===== config.mk =====
export PLATFORM = sky130hd
export DESIGN_NAME = ccg_top
export DESIGN_NICKNAME = d
export VERILOG_FILES = /design/src/common/ccg_pkg.sv /design/src/design/ccg_div.sv /design/src/design/ccg_top.sv
export VERILOG_INCLUDE_DIRS = /design/src /design/src/common
export SDC_FILE = /design/constraint.sdc
export NUM_CORES = 1
export LEC_CHECK = 0
export ABC_CLOCK_PERIOD_IN_PS = 4000
export BUFFER_PORTS_ARGS = -buffer_cell sky130_fd_sc_hd__buf_2
export CORE_ASPECT_RATIO = 1.75
export CORE_MARGIN = 1
export CORE_UTILIZATION = 25
export CTS_BUF_LIST = sky130_fd_sc_hd__clkbuf_8
export DETAILED_ROUTE_END_ITERATION = 12
export GPL_TIMING_DRIVEN = 0
export PLACE_DENSITY = 0.47
export SYNTH_ARGS = -nofsm -noshare
export SYNTH_HDL_FRONTEND = slang
export SYNTH_SLANG_ARGS = --single-unit

===== constraint.sdc =====
create_clock -name clk_sys -period 4 [get_ports clk_sys]
set_input_delay 0.2 -clock clk_sys [delete_from_list [all_inputs] [get_ports clk_sys]]
set_output_delay 0.2 -clock clk_sys [all_outputs]
set_load 0.01 [all_outputs]

===== src/common/ccg_cfg.svh =====
// field positions, reset values and timing counts of the clock block
`ifndef CCG_CFG_SVH
`define CCG_CFG_SVH
`define CCG_CCR_RST 8'h04
`define CCG_OSC_RST 8'h00
`define CCG_DIV_LSB 0
`define CCG_DIV_MSB 2
`define CCG_DIV_MAX 3'h4
`define CCG_BYPASS_BIT 0
`define CCG_STAB_EXP 17
`define CCG_STAB_CYCLES (1 << `CCG_STAB_EXP)
`define CCG_STRETCH_CYCLES 2'h2
`define CCG_DLY_BASE 6'h20
`define CCG_PRE_W 5
`endif


===== src/common/ccg_pkg.sv =====
// types shared by the clock generator control files
package ccg_pkg;
  typedef enum logic [4:0] {
    CCG_ST_RESET = 5'b0_0001,
    CCG_ST_STAB = 5'b0_0010,
    CCG_ST_RUN = 5'b0_0100,
    CCG_ST_HALT = 5'b0_1000,
    CCG_ST_STOP = 5'b1_0000
  } ccg_state_t;

  typedef struct packed {
    logic osc_run;
    logic cpu_run;
    logic halted;
    logic stopped;
    logic switch_pending;
  } ccg_stat_t;

  // true when the prescaler sits on the last count of a 2**code period
  function automatic logic ccg_at_boundary(input logic [4:0] cnt,
                                           input logic [2:0] code);
    logic [4:0] mask;
    mask = 5'((6'h01 << code) - 6'h01);
    return (cnt & mask) == mask;
  endfunction
endpackage


===== src/design/ccg_div.sv =====
// prescaler that divides the main system clock into peripheral ticks
`timescale 1ns/10ps
`include "ccg_cfg.svh"
module ccg_div
  import ccg_pkg::*;
#(
  parameter int PRE_W = 8
)(
  // clock and reset
  input wire logic clk_sys,
  input wire logic rst_n,
  // main clock enable
  input wire logic fxx_en,
  // divided outputs
  output logic [PRE_W-1:0] pre_cnt,
  output logic [PRE_W-1:0] periph_tick
);
  logic [PRE_W-1:0] cnt_q;
  logic [PRE_W-1:0] cnt_d;

  // count only on main clock ticks, so peripherals stop with it
  always_comb
  begin
    cnt_d = cnt_q;
    if (fxx_en)
      cnt_d = cnt_q + PRE_W'(1);
  end

  always_ff @(posedge clk_sys)
  begin
    if (!rst_n)
      cnt_q <= '0;
    else
      cnt_q <= cnt_d;
  end

  assign pre_cnt = cnt_q;

  // tick i fires once every 2**(i+1) main clocks
  for (genvar i = 0; i < PRE_W; i++)
  begin : g_tick
    assign periph_tick[i] = fxx_en && (&cnt_q[i:0]);
  end
endmodule


===== src/design/ccg_top.sv =====
// cpu clock generator control: scaler, cpu rate select, standby, switchover
`timescale 1ns/10ps
`include "ccg_cfg.svh"
module ccg_top
  import ccg_pkg::*;
#(
  parameter int STAB_CYCLES = `CCG_STAB_CYCLES,
  parameter int PRE_W = 8
)(
  // oscillator clock and reset
  input wire logic clk_sys,
  input wire logic rst_n,
  // register writes from the cpu core
  input wire logic ccr_wr,
  input wire logic osc_wr,
  input wire logic [7:0] wr_data,
  // standby control
  input wire logic stop_req,
  input wire logic halt_req,
  input wire logic wake,
  // register readback
  output logic [7:0] cpu_clock_ctrl_reg,
  output logic [7:0] osc_mode_select_reg,
  // clock enables
  output logic fxx_en,
  output logic cpu_tick,
  output logic [PRE_W-1:0] periph_tick,
  // status
  output ccg_stat_t status
);
  localparam int SW = $clog2(STAB_CYCLES) + 1;
  localparam logic [SW-1:0] STAB_LAST = SW'(STAB_CYCLES - 1);

  ccg_state_t state_q, state_d;
  logic [SW-1:0] stab_q, stab_d;
  logic [2:0] ccr_q, ccr_d;
  logic osc_q, osc_d;
  logic [2:0] act_q, act_d;
  logic pend_q, pend_d;
  logic [5:0] dly_q, dly_d;
  logic [1:0] str_q, str_d;
  logic half_q, half_d;
  logic osc_run;
  logic [PRE_W-1:0] pre_cnt;
  logic div_ok;

  // codes above the slowest rate are prohibited and get dropped
  assign div_ok = wr_data[`CCG_DIV_MSB:`CCG_DIV_LSB] <= `CCG_DIV_MAX;

  // standby and stabilisation sequencing
  always_comb
  begin
    state_d = state_q;
    stab_d = stab_q;
    case (state_q)
      CCG_ST_RESET:
      begin
        state_d = CCG_ST_STAB; // oscillator restarts at release
        stab_d = '0;
      end
      CCG_ST_STAB:
      begin
        stab_d = stab_q + SW'(1);
        if (stab_q == STAB_LAST)
          state_d = CCG_ST_RUN;
      end
      CCG_ST_RUN:
      begin
        if (stop_req)
          state_d = CCG_ST_STOP; // stop wins over halt
        else if (halt_req)
          state_d = CCG_ST_HALT;
      end
      CCG_ST_HALT:
        if (wake)
          state_d = CCG_ST_RUN;
      CCG_ST_STOP:
      begin
        stab_d = '0;
        if (wake)
          state_d = CCG_ST_STAB; // oscillator needs to settle again
      end
      default:
        state_d = CCG_ST_RESET;
    endcase
  end

  always_ff @(posedge clk_sys)
  begin
    if (!rst_n)
    begin
      state_q <= CCG_ST_RESET; // oscillator held off
      stab_q <= '0;
    end
    else
    begin
      state_q <= state_d;
      stab_q <= stab_d;
    end
  end

  assign osc_run = !(state_q inside {CCG_ST_RESET, CCG_ST_STOP});

  // main clock: direct or halved, frozen while a mode write settles
  always_comb
  begin
    str_d = str_q;
    half_d = half_q;
    osc_d = osc_q;
    if (osc_wr)
    begin
      osc_d = wr_data[`CCG_BYPASS_BIT];
      str_d = `CCG_STRETCH_CYCLES; // any write, same data too
    end
    else if (str_q != 2'h0)
      str_d = str_q - 2'h1;
    else if (osc_run)
      half_d = !half_q;
  end

  always_ff @(posedge clk_sys)
  begin
    if (!rst_n)
    begin
      str_q <= 2'h0;
      half_q <= 1'b0;
      osc_q <= 1'(`CCG_OSC_RST >> `CCG_BYPASS_BIT);
    end
    else
    begin
      str_q <= str_d;
      half_q <= half_d;
      osc_q <= osc_d;
    end
  end

  // bypass feeds every oscillator period, else every second one
  assign fxx_en = osc_run && !osc_wr && str_q == 2'h0 &&
                  (osc_q || half_q);

  ccg_div #(
    .PRE_W(PRE_W)
  ) u_div (
    .clk_sys(clk_sys),
    .rst_n(rst_n),
    .fxx_en(fxx_en),
    .pre_cnt(pre_cnt),
    .periph_tick(periph_tick)
  );

  // cpu rate: fxx divided by 2**act_q, halted cpu sees no ticks
  assign cpu_tick = state_q == CCG_ST_RUN && fxx_en &&
                    ccg_at_boundary(pre_cnt[`CCG_PRE_W-1:0], act_q);

  // divide register and delayed switchover
  always_comb
  begin
    ccr_d = ccr_q;
    act_d = act_q;
    pend_d = pend_q;
    dly_d = dly_q;
    if (pend_q && cpu_tick)
    begin
      dly_d = dly_q - 6'h1; // old clock ticks, two per instruction
      if (dly_q == 6'h1)
      begin
        act_d = ccr_q; // lands on an old clock edge
        pend_d = 1'b0;
      end
    end
    if (ccr_wr && div_ok)
    begin
      ccr_d = wr_data[`CCG_DIV_MSB:`CCG_DIV_LSB];
      if (!pend_q || (cpu_tick && dly_q == 6'h1))
      begin
        pend_d = 1'b1;
        dly_d = `CCG_DLY_BASE >> ccr_q; // 16 >> old code instrs
      end
    end
  end

  // prohibited codes are dropped so the cpu never loses its clock
  always_ff @(posedge clk_sys)
  begin
    if (!rst_n)
    begin
      ccr_q <= 3'(`CCG_CCR_RST >> `CCG_DIV_LSB);
      act_q <= 3'(`CCG_CCR_RST >> `CCG_DIV_LSB);
      pend_q <= 1'b0;
      dly_q <= 6'h0;
    end
    else
    begin
      ccr_q <= ccr_d;
      act_q <= act_d;
      pend_q <= pend_d;
      dly_q <= dly_d;
    end
  end

  // readback shows the written code, not the one still in force
  assign cpu_clock_ctrl_reg = {5'h0_0, ccr_q};
  assign osc_mode_select_reg = {7'h00, osc_q};

  assign status.osc_run = osc_run;
  assign status.cpu_run = state_q == CCG_ST_RUN;
  assign status.halted = state_q == CCG_ST_HALT;
  assign status.stopped = state_q == CCG_ST_STOP;
  assign status.switch_pending = pend_q;
endmodule


; ---- After elaboration in Yosys (flattened, before gate mapping)
; Index checks and enable logic that the tools add are counted.
; W data, S select, Z words.
[word_totals]
reg_bits = 48
output_inout_bits = 31
in_bits = 15
[op_classes]
mux = 16
order_cmp = 1
shift = 2
reduce_logical = 39
eq_ne = 12
add_sub_neg = 5
bitwise = 5
[ops]
columns = op, count
row1 = $pmux W18 S2, 1
row2 = $mux W5, 5
row3 = $pmux W5 S5, 1
row4 = $add A18 B1 Y18 const B, 1
row5 = $eq A18 B17 Y1 const B, 1
row6 = $mux W6, 3
row7 = $logic_and A1 B1 Y1, 16
row8 = $add A8 B1 Y8 const B, 1
row9 = $reduce_and A4 Y1, 2
row10 = $reduce_and A8 Y1, 1
row11 = $reduce_bool A2 Y1, 4
row12 = $reduce_and A7 Y1, 1
row13 = $eq A6 B1 Y1 const B, 1
row14 = $ne A2 B2 Y1 const B, 3
row15 = $reduce_and A3 Y1, 2
row16 = $reduce_and A6 Y1, 1
row17 = $shr A6 B3 Y6 const A, 1
row18 = $sub A6 B1 Y6 const B, 1
row19 = $and A5 B5 Y5, 1
row20 = $eq A5 B1 Y1 const B, 1
row21 = $eq A5 B2 Y1 const B, 1
row22 = $eq A5 B3 Y1 const B, 1
row23 = $eq A5 B4 Y1 const B, 1
row24 = $eq A5 B5 Y1, 1
row25 = other kinds (15), 28

; ---- Logic depth before layout (Yosys ltp)
; Gate-level depths: netlist of the first run.
[depth]
depth_word = 12
depth_mapped = 9
depth_no_buf = 8

; ---- Cells and area by module
; From an unflattened synthesis of the first run, not the netlist that was laid out.
[hier_totals]
cells_unflattened = 309
hier_area_um2 = 2575.0
[by_module_without_submodules]
columns = mod, area_each_um2, n_inst, cells_per_inst
row1 = ccg_top, 2128.3, 1, 260
row2 = ccg_div, 446.7, 1, 49

; ---- Worst setup path after synthesis of the first run
; Ideal clock, no wire load.
[synth_timing]
path_type = register -> register
from = reg state_q[3]
to = reg act_q[2]
synth_period_minus_slack_ns = 1.862
required_ns = 3.874
path_stages_with_launch = 8
t_arrival_ns = 1.735
setup_slack_ns = 2.138
setup_ns = 0.126
path_buffers = 1
path_cell_list = dfxtp_1 > buf_6 > nor3_1 > nand3b_1 > a221oi_4 > nand4_1 > mux2i_1 > nand2_1
[synth_via]
elab_chain_len = 10
elab_cells_between_ends = 12
cone_classes = eq/ne (3) / reduce/logical (9)
[synth_rtl]
columns = item, line
row1 = from (decl), ccg_top.sv:34  ; ccg_state_t state_q, state_d;
row2 = from (signal assigned), ccg_top.sv:97  ; state_q <= state_d;
row3 = $eq A5 B1 Y1 or $eq A5 B5 Y1 (tied branches), ccg_top.sv:102  ; assign osc_run = !(state_q inside {CCG_ST_RESET, CCG_ST_STOP});
row4 = $reduce_bool A2 Y1, ccg_top.sv:102
row5 = $logic_not A1 Y1, ccg_top.sv:102
row6 = $logic_and A1 B1 Y1 (3 in series), ccg_top.sv:138  ; assign fxx_en = osc_run && !osc_wr && str_q == 2'h0 &&
row7 = $logic_and A1 B1 Y1 (*) (2 in series), ccg_top.sv:152  ; assign cpu_tick = state_q == CCG_ST_RUN && fxx_en &&
row8 = $logic_and A1 B1 Y1 (*), ccg_top.sv:162  ; if (pend_q && cpu_tick)
row9 = $reduce_and A2 Y1 (no line) (*), --
row10 = to (signal assigned), ccg_top.sv:188  ; act_q <= 3'(`CCG_CCR_RST >> `CCG_DIV_LSB);
row11 = to (signal assigned), ccg_top.sv:195  ; act_q <= act_d;
row12 = to (decl), ccg_top.sv:38  ; logic [2:0] act_q, act_d;
; Mark *: on every way between the ends. The rest lies on a longest branch, timed or not.
; A chain may end at the register's enable or synchronous reset.

; ---- Final worst setup path of the first run
[layout_timing]
from = reg state_q[3]
to = out cpu_tick
[layout_via]
elab_chain_len = 8
elab_cells_between_ends = 10
cone_classes = eq/ne (3) / reduce/logical (7)
[layout_rtl]
columns = item, line
row1 = $eq A5 B1 Y1 or $eq A5 B5 Y1 (tied branches), ccg_top.sv:102
row2 = $reduce_bool A2 Y1, ccg_top.sv:102
row3 = $logic_not A1 Y1, ccg_top.sv:102
row4 = $logic_and A1 B1 Y1 (3 in series), ccg_top.sv:138
row5 = $logic_and A1 B1 Y1 (*) (2 in series), ccg_top.sv:152
row6 = to (decl), ccg_top.sv:26  ; output logic cpu_tick,
; Marked as above.

==> results of run 1 <==
==> logic make-up after synthesis <==
kind of cell | after synthesis | synth area share, %
simple gates | 143 | 30.0
mux | 5 | 1.94
xor+xnor | 23 | 7.79
other cells | 1 | 0.145
fa+ha+maj | 6 | 2.90
buf+inv | 34 | 8.13
flops | 48 | 37.2
compound gates | 44 | 12.0
==> layout make-up <==
| cell class | count | area, sq um | area share [%] |
|---|---|---|---|
| Multi-Input combinational cell | 233 | 1460 | 47.8 |
| Sequential cell | 48 | 961 | 31.6 |
| Buffer | 25 | 169 | 5.55 |
| Tap cell | 125 | 156 | 5.14 |
| Timing Repair Buffer | 28 | 140 | 4.60 |
| Clock buffer | 6 | 82.6 | 2.71 |
| Inverter | 9 | 41.3 | 1.36 |
| Clock inverter | 2 | 38.8 | 1.27 |
==> worst reg2reg max path, cell delays in order (launching register included) <==
cell	delay [ps]
dfxtp_1	320
buf_6	130
nor3_1	310
nand3b_1	310
a221oi_4	500
nand4_1	320
mux2i_1	230
nand2_1	60
==> Yosys cell counts (6+ instances only) <==
cell type and instances:
ha_1 6, dfxtp_1 48, nor3_1 13, clkbuf_1 7, nand4_1 9, inv_1 7, o21ai_0 12, nor2b_1 7
nor2_1 27, xor2_1 14, xnor2_1 9, and2_1 9, and3_1 6, nand3_1 17, nand2_1 29, or3_1 6
buf_4 16, a21oi_1 11
==> stage by stage <==
stage / setup slack (ps) / instance area [sq um] / utilization, %
after global placement: 1770 / 2920 / 29.3
after CTS: 1550 / 3040 / 30.5
after detailed placement: 1740 / 2920 / 29.3
final: 1560 / 3040 / 30.5
after floorplan: 2140 / 2630 / -
after global routing: 1370 / 3040 / 30.5
==> flip-flops by register name (all words and copies together), names as in the netlist, 2 cells and up <==
register and cells:
dly_q 6, str_q 2, u_div.pre_cnt 8, stab_q 18, ccr_q 3, state_q 5
act_q 3
==> power breakdown <==
group          leakage (nW)  switching (mW)  internal, mW
clock network        0.0614           0.171         0.205
logic                 0.799           0.127        0.0924
registers             0.390          0.0261         0.499
==> cells in the final DEF, fill, tap and decap left out, types with 4 or more instances in the layout <==
cell and count:
a21boi_0 4, xor2_1 14, clkbuf_8 6, and2_1 9
nand2_1 29, nor3_1 13, nor2b_1 7, buf_4 16
xnor2_1 9, nand3_1 17, a21oi_1 11, dfxtp_1 48
or3_1 6, nand3b_1 5, clkbuf_1 7, and3_1 6
buf_2 28, conb_1 12, o21ai_0 12, nor2_1 27
mux2i_1 5, ha_1 6, inv_1 7, nand4_1 9
==> how the worst max path moves through the flow <==
stage               end  slack (ps)  cells after the start
2_1_floorplan  act_q[2]        2140                      7
3_5_place_dp   act_q[2]        1740                      7
4_1_cts        cpu_tick        1550                      7
5_1_grt        cpu_tick        1370                      6
3_3_place_gp   act_q[2]        1770                      7
6_report       cpu_tick        1560                      7
==> metal layers <==
layer	wire (microns)	share of wire [%]
met1	2440	40
met2	3340	54
met3	248	4.0
met4	120	2.0
met5	0	0
==> impl_metrics.toml, run 1 <==
[placed_design]
dp.cells = 468
numPortBuffers = 28
place_congestion = 0.785
place.detailed.hpwl_microns = 4850

[final_layout]
num_antenna_cells = 0
synthToLayoutAreaGrowth_pct = 17.8
instances_no_fill = 476
drive_above_1_share_pct = 17.7
design.final.nets = 371
fillers = 1127

[timing]
hold_violations = 0
timing.clock.skew_ps = 13.1
rsz0062_at_grt = "no"
period_share_pct = 60.9
slew-limit-headroom_pct = 58.7
finalMaxSlewViolations = 0
max_clock_freq_mhz = 410
setup_viol_count_final = 0
worstMarginPinSlew_ps = 615
totalNegativeSetupSlack_ps = 0
final_critical_delay_including_setup_and_external_delays_ps = 2440
hold_slack_ps = 123

[worst_setup_path]
regToRegEndpoint = "act_q[2]"
cp_cell_sequence = "buf_6, nor3_1, nand3b_1, a221oi_4, nand2_4, inv_4, buf_2"
ff_to_ff_path_depth = 7
worstSetupStartpointType = "register"
timing.critical_path.buf_inv = 3
worst-endpoint-required_ps = 3800
reg2reg_setup_slack_ps = 1700
max_stage_delay_ps = 500
reg2reg_from = "state_q[3]"
timing.critical_path.fanout_max = 7
crit_slowest_cell = "a221oi_4"
crit_path_end_kind = "primary output"
critPathKind = "register to primary output"
timing.critical_path.from = "state_q[3]"
worst_ep_arrival_time_ps = 2240
cpLargestDelayFamily = "simple AND/OR/NAND/NOR gates"

[yosys]
post_synth_num_cell_types = 49
synthesis.area_per_instance_sq_um = 8.50
yosys.area.top_type_share_pct = 37.2
synth-edff-count = 0
synth_top_area_cells = "dfxtp_1, xor2_1, buf_4, nand2_1, nor2_1"
netlist_area_sq_um = 2580
ys_seq_area_share_pct = 37.2
synth_async_sr_flop_share_pct = 0
netlist.top_cell.by_area = "dfxtp_1"
yosys_most_used_dff = "dfxtp_1"
yosys_register_bits = 48
count_of_synthesis_stage_warnings_from_yosys = 0
postSynthCellCount = 304

[global_routing]
global_route.usage.met2_pct = 23.5
met3_usage_pct = 2.20
top_usage_layer = "met2"
met1_usage_pct = 12.8
first_pass_grt_wire_length_microns = 10200
grt_start_max_net_pins = 16
track_usage_pct = 12.3
grt.overflow.total = 0
antenna_found_initial = 0
number_of_global_route_vias_before_repair = 2104

[clock_tree]
clock_tree_from_tritoncts = "yes"
clock_latency_of_the_later_clocked_register_in_the_worst_skew_pair_ps = 310
cts.repair_timing.setup_buffer_count = 0
cts_repair_resize_count = 0
htree_levels = 2
clockRootBuffer = "clkbuf_8"
holdBufCountCts = 0
cts_buffer_count = 5
ctsLongestPathBuffers = 2
path_clk_slew_ps = 90
cts_sinks = 48

[flow_run]
timing.max_cap.violations = 0

[drt]
detail-route-antenna-nets = 0
first_pass_iters = 4
drt_drc_violations_left = 0
wl_microns = 6150
vias_per_cell = 4.64
routed-via-count = 2207
drt_iter0_drc = 77
routed_wire_length_per_instance_microns = 12.9

[power]
power.density_nw_per_um2 = 368
power_mw = 1.12
total_leakage_power_nw = 1.25
worst_case_vdd_ir_drop_mv = 0.180

[die]
core_area_sq_um = 9970
placement_rows = 48
die_area_sq_um = 10800
die_x_microns = 78.9
pin_count = 46
initial_utilization_pct = 25.9
chip_height_microns = 137

[min_path]
worst_hold_path_type = "input port to register"
min_delay_path_depth = 3
holdPathEnd = "ccr_q[2]"
worstHoldStart = "wr_data[2]"

[outcome]
outcome = "finished clean"
Power figures use the tool's default switching activity.
==> run 2, diff against run 1 <==
- ABC_AREA: default -> 1
- ABC_CLOCK_PERIOD_IN_PS: 4000 -> 2500
- clock period: 4 -> 2.5 ns (I/O delays scaled with it)
==> impl_metrics.toml, run 2 <==
[die]
placement_rows = 50
pin_count = 46
die_x_microns = 81.1
die_area_sq_um = 11400
initial_utilization_pct = 25.6
chip_height_microns = 140
core_area_sq_um = 10700

[clock_tree]
cts_sinks = 48
cts_buffer_count = 5
clockRootBuffer = "clkbuf_8"
cts.repair_timing.setup_buffer_count = 0
holdBufCountCts = 0
htree_levels = 2
path_clk_slew_ps = 90
cts_repair_resize_count = 0
ctsLongestPathBuffers = 2
clock_latency_of_the_later_clocked_register_in_the_worst_skew_pair_ps = 300
clock_tree_from_tritoncts = "yes"

[final_layout]
num_antenna_cells = 0
fillers = 1180
top_register = "stab_q"
drive_above_1_share_pct = 17.7
final_cell_area_sq_um = 3160
post-route-util_pct = 29.5
final_common_cell = "nand2_1"
largest_register_ffs = 18
synthToLayoutAreaGrowth_pct = 15.4
highest_count_cells_in_the_layout_ignoring_fill_and_taps = "nand2_1, inv_1, nor2_1, dfxtp_1, buf_2"
design.final.nets = 462

[worst_setup_path]
worst_ep_arrival_time_ps = 1740
critPathKind = "register to primary output"
worstSetupStartpointType = "register"
crit_path_end_kind = "primary output"
timing.critical_path.fanout_max = 5
ff_to_ff_path_depth = 10
reg2reg_from = "stab_q[0]"
reg2reg_setup_slack_ps = 740
regToRegEndpoint = "state_q[3]"
worst-endpoint-required_ps = 2380

[yosys]
netlist.top_cell.by_area = "dfxtp_1"
yosys.cell_count.top_type = "nand2_1"
synth-edff-count = 0
synth_async_sr_flop_share_pct = 0
commonest_cells_in_the_synthesized_netlist = "nand2_1, inv_1, nor2_1"
ys_seq_area_share_pct = 35.1
synthesis.area_per_instance_sq_um = 6.92
synth_top_area_cells = "dfxtp_1, nand2_1, inv_1, nor2_1, a21oi_1"
yosys_most_used_dff = "dfxtp_1"
count_of_synthesis_stage_warnings_from_yosys = 0
netlist_area_sq_um = 2740
yosys.area.top_type_share_pct = 35.1
postSynthCellCount = 395
post_synth_num_cell_types = 36
yosys_register_bits = 48

[power]
power.density_nw_per_um2 = 598
worst_case_vdd_ir_drop_mv = 0.235
power_mw = 1.89
total_leakage_power_nw = 1.40

[min_path]
min_delay_path_depth = 2
worst_hold_path_type = "input port to register"
worstHoldStart = "osc_wr"
holdPathEnd = "str_q[0]"

[global_routing]
grt.overflow.total = 0
top_usage_layer = "met2"
grt_start_max_net_pins = 14
global_route.usage.met2_pct = 23.0
track_usage_pct = 11.8
antenna_found_initial = 0
met3_usage_pct = 2.02
met1_usage_pct = 11.3
number_of_global_route_vias_before_repair = 2321
first_pass_grt_wire_length_microns = 10300

[outcome]
outcome = "finished clean"

[drt]
drt_drc_violations_left = 0
routed_wire_length_per_instance_microns = 11.0
first_pass_iters = 4
routed-via-count = 2441
wl_microns = 6260
vias_per_cell = 4.27
detail-route-antenna-nets = 0
drt_iter0_drc = 42

[timing]
max_clock_freq_mhz = 535
slew-limit-headroom_pct = 65.0
finalWorstSetupSlack_ps = 631
timing.clock.skew_ps = 4.33
rsz0062_at_grt = "no"
final_critical_delay_including_setup_and_external_delays_ps = 1870
setup_viol_count_final = 0
totalNegativeSetupSlack_ps = 0
hold_violations = 0
finalMaxSlewViolations = 0
worstMarginPinSlew_ps = 522
period_share_pct = 74.8

[placed_design]
post_dp_cell_area_sq_um = 3080
numPortBuffers = 28
place.detailed.hpwl_microns = 5070
place_congestion = 0.761
dpl_worst_slack_ps = 797

[flow_run]
timing.max_cap.violations = 0
[run 2: cell type report]
class                   count  area [sq um]  area share, %
repair buffers             28           140           4.44
clock inverters             2          8.76          0.277
well taps                 130           163           5.15
flip-flops and latches     48           961           30.4
inverters                  60           226           7.17
plain buffers              20           135           4.28
clock buffers               5          68.8           2.18
multi-input cells         278          1450           46.1
[run 2: power breakdown]
group	switching, mW	internal [mW]	total [mW]
clock	0.261	0.187	0.448
sequential	0.0532	0.817	0.870
combinational	0.378	0.192	0.570
[run 2: how the worst max path moves through the flow]
stage	startpoint	cells past startpoint	slack, ps	end
2_1_floorplan	state_q[0]	8	1040	state_q[1]
3_3_place_gp	stab_q[0]	10	790	state_q[3]
3_5_place_dp	state_q[2]	9	800	stab_q[14]
4_1_cts	u_div.pre_cnt[0]	8	580	periph_tick[7]
5_1_grt	u_div.pre_cnt[0]	8	390	periph_tick[7]
6_report	u_div.pre_cnt[0]	8	630	periph_tick[7]
[run 2: routing by layer]
metal  vias to the layer above  part of all wire (%)
li1                       1317                     -
met1                      1076                    38
met2                        37                    56
met3                        11                   3.1
met4                         0                   2.6
met5                         -                     0
[run 2: worst max-delay path, cell delays in order, from the launching register on]
cell     delay (ps)
dfxtp_1         420
ha_1            200
inv_1            60
nor2_1          150
inv_1            70
nor3_1          120
nand2_1         120
nor3_1          140
buf_2           150
[run 2: per-stage QoR]
| stage | hold slack (ps) | cells |
|---|---|---|
| 6_report | 41.8 | 571 |
| 5_1_grt | 54.1 | 571 |
| 4_1_cts | 18.0 | 571 |
| 3_5_place_dp | 358 | 564 |
| 3_3_place_gp | 359 | 564 |
| 2_1_floorplan | 201 | 406 |
[run 2: kinds of logic (layout without fill, tap and decap cells)]
group	count (synthesis)	count (layout)	synth area share, %
AO/OA/AOI/OAI	55	55	10.7
flip-flops	48	48	35.1
XOR/XNOR	7	7	2.24
adder cells (fa/ha/maj)	6	6	2.74
other	1	12	0.137
buffers and inverters	80	115	13.2
AND/OR/NAND/NOR	198	198	35.9
==> run 3, diff against run 2 <==
- ABC_AREA: 1 -> 0
- ABC_CLOCK_PERIOD_IN_PS: 2500 -> 1800
- clock period: 2.5 -> 1.8 ns (I/O delays scaled with it)
==> impl_metrics.toml, run 3 (synthesis gave the netlist of run 1 again) <==
[final_layout]
highest_count_cells_in_the_layout_ignoring_fill_and_taps = "dfxtp_1, buf_4, nand2_1, nor2_1, buf_2"
fillers = 1108
largest_register_ffs = 18
instances_no_fill = 502
num_antenna_cells = 0
top_register = "stab_q"
final_cell_area_sq_um = 3470
design.final.nets = 397
final_common_cell = "dfxtp_1"
synthToLayoutAreaGrowth_pct = 34.2
drive_above_1_share_pct = 32.4

[worst_setup_path]
max_stage_delay_ps = 510
timing.critical_path.buf_inv = 1
reg2reg_from = "state_q[0]"
worst_ep_arrival_time_ps = 1830
timing.critical_path.from = "state_q[0]"
crit_slowest_cell = "or4_4"
crit_path_end_kind = "primary output"
worst-endpoint-required_ps = 1710
timing.critical_path.fanout_max = 6
cp_cell_sequence = "xnor2_4, or4_4, nand2_8, nor3_4, and2_1, buf_2"
critPathKind = "register to primary output"
cpLargestDelayFamily = "simple AND/OR/NAND/NOR gates"
worstSetupStartpointType = "register"

[clock_tree]
ctsLongestPathBuffers = 2
clockRootBuffer = "clkbuf_8"
clock_latency_of_the_later_clocked_register_in_the_worst_skew_pair_ps = 310
htree_levels = 2
path_clk_slew_ps = 90
cts_buffer_count = 5
cts_sinks = 48
clock_tree_from_tritoncts = "yes"

[timing]
max_clock_freq_mhz = 521
rsz0062_at_grt = "yes"
hold_slack_ps = 32.8
finalMaxSlewViolations = 0
slew-limit-headroom_pct = 62.2
setup_viol_count_final = 20
worstMarginPinSlew_ps = 568
hold_violations = 0
period_share_pct = 107
final_critical_delay_including_setup_and_external_delays_ps = 1920
timing.clock.skew_ps = 12.8
finalWorstSetupSlack_ps = -119
totalNegativeSetupSlack_ps = -1340

[die]
chip_height_microns = 137
die_x_microns = 78.9
die_area_sq_um = 10800
pin_count = 46
core_area_sq_um = 9970
placement_rows = 48
initial_utilization_pct = 25.9

[global_routing]
grt_start_max_net_pins = 15
track_usage_pct = 13.3
global_route.usage.met2_pct = 25.2
antenna_found_initial = 0
first_pass_grt_wire_length_microns = 11000
number_of_global_route_vias_before_repair = 2268
met3_usage_pct = 2.40
top_usage_layer = "met2"
met1_usage_pct = 13.8
grt.overflow.total = 0

[drt]
drt_iter0_drc = 85
routed_wire_length_per_instance_microns = 13.3
drt_drc_violations_left = 0
vias_per_cell = 4.63
wl_microns = 6680
first_pass_iters = 4
routed-via-count = 2324
detail-route-antenna-nets = 0

[power]
power.density_nw_per_um2 = 737
worst_case_vdd_ir_drop_mv = 0.460
total_leakage_power_nw = 1.43
power_mw = 2.56

[placed_design]
place_congestion = 0.808
numPortBuffers = 28
post_dp_cell_area_sq_um = 2940
place.detailed.hpwl_microns = 4870
dp.cells = 468

[outcome]
outcome = "finished, violations left"
violations = "negative setup slack"

[flow_run]
timing.max_cap.violations = 0

[min_path]
worst_hold_path_type = "input port to register"
worstHoldStart = "osc_wr"
run 3: cell count changes in the layout (fill, tap and decap cells not counted), moves of 7 or more:
cell,delta
inv_1,-51
nand2_1,-46
nor2_1,-29
buf_4,+20
a21oi_1,-16
buf_6,+13
o21ai_0,-12
nor3_1,-10
and2_1,+8
buf_2,-8
nor2b_1,+7
xnor2_1,+7
xor2_1,+7
run 3: power by group:
group / internal (mW) / total, mW / switching, mW / leakage [nW]
logic: 0.340 / 0.680 / 0.340 / 0.992
registers: 1.11 / 1.18 / 0.0719 / 0.392
clock network: 0.308 / 0.693 / 0.386 / 0.0486
total: 1.76 / 2.56 / 0.797 / 1.43
run 3: path summary, 6_finish.rpt:
kind	end	slack [ps]	cells past startpoint
worst max register to register	dly_q[0]	-110	8
worst min register to register	stab_q[1]	480	2
worst min-delay path	str_q[0]	30	2
worst max-delay path	periph_tick[7]	-120	6
run 3: final cells by class:
type                            instances  area, sq um  share of cell area (%)
Tap cell                              125          156                    4.51
Multi-Input combinational cell        233         1620                    46.8
Inverter                                9         43.8                    1.26
Sequential cell                        48          975                    28.1
Buffer                                 22          154                    4.44
Timing Repair Buffer                   57          422                    12.2
Clock buffer                            6         82.6                    2.38
Clock inverter                          2         11.3                   0.325
run 3: per-stage QoR:
step	setup slack, ps	utilization (%)
6_report	-119	34.8
5_1_grt	-189	34.8
4_1_cts	-160	32.6
3_5_place_dp	-334	29.5
3_3_place_gp	-349	29.5
2_1_floorplan	-26.3	-
run 3: repair_timing:
item | in CTS | in global routing
gates resized for setup | 23 | 44
setup endpoints to repair | 37 | 40
pin swaps | 9 | 19
buffers inserted | 17 | 11
cloned | 0 | 0
hold endpoints to repair | 1 | 0
hold buffers | 1 | 0
run 3: metal layers:
metal  vias to the layer above  share of wire (%)
met5                         -                  0
li1                       1172                  -
met1                      1095                 39
met2                        43                 55
met4                         0                3.2
met3                        14                3.3
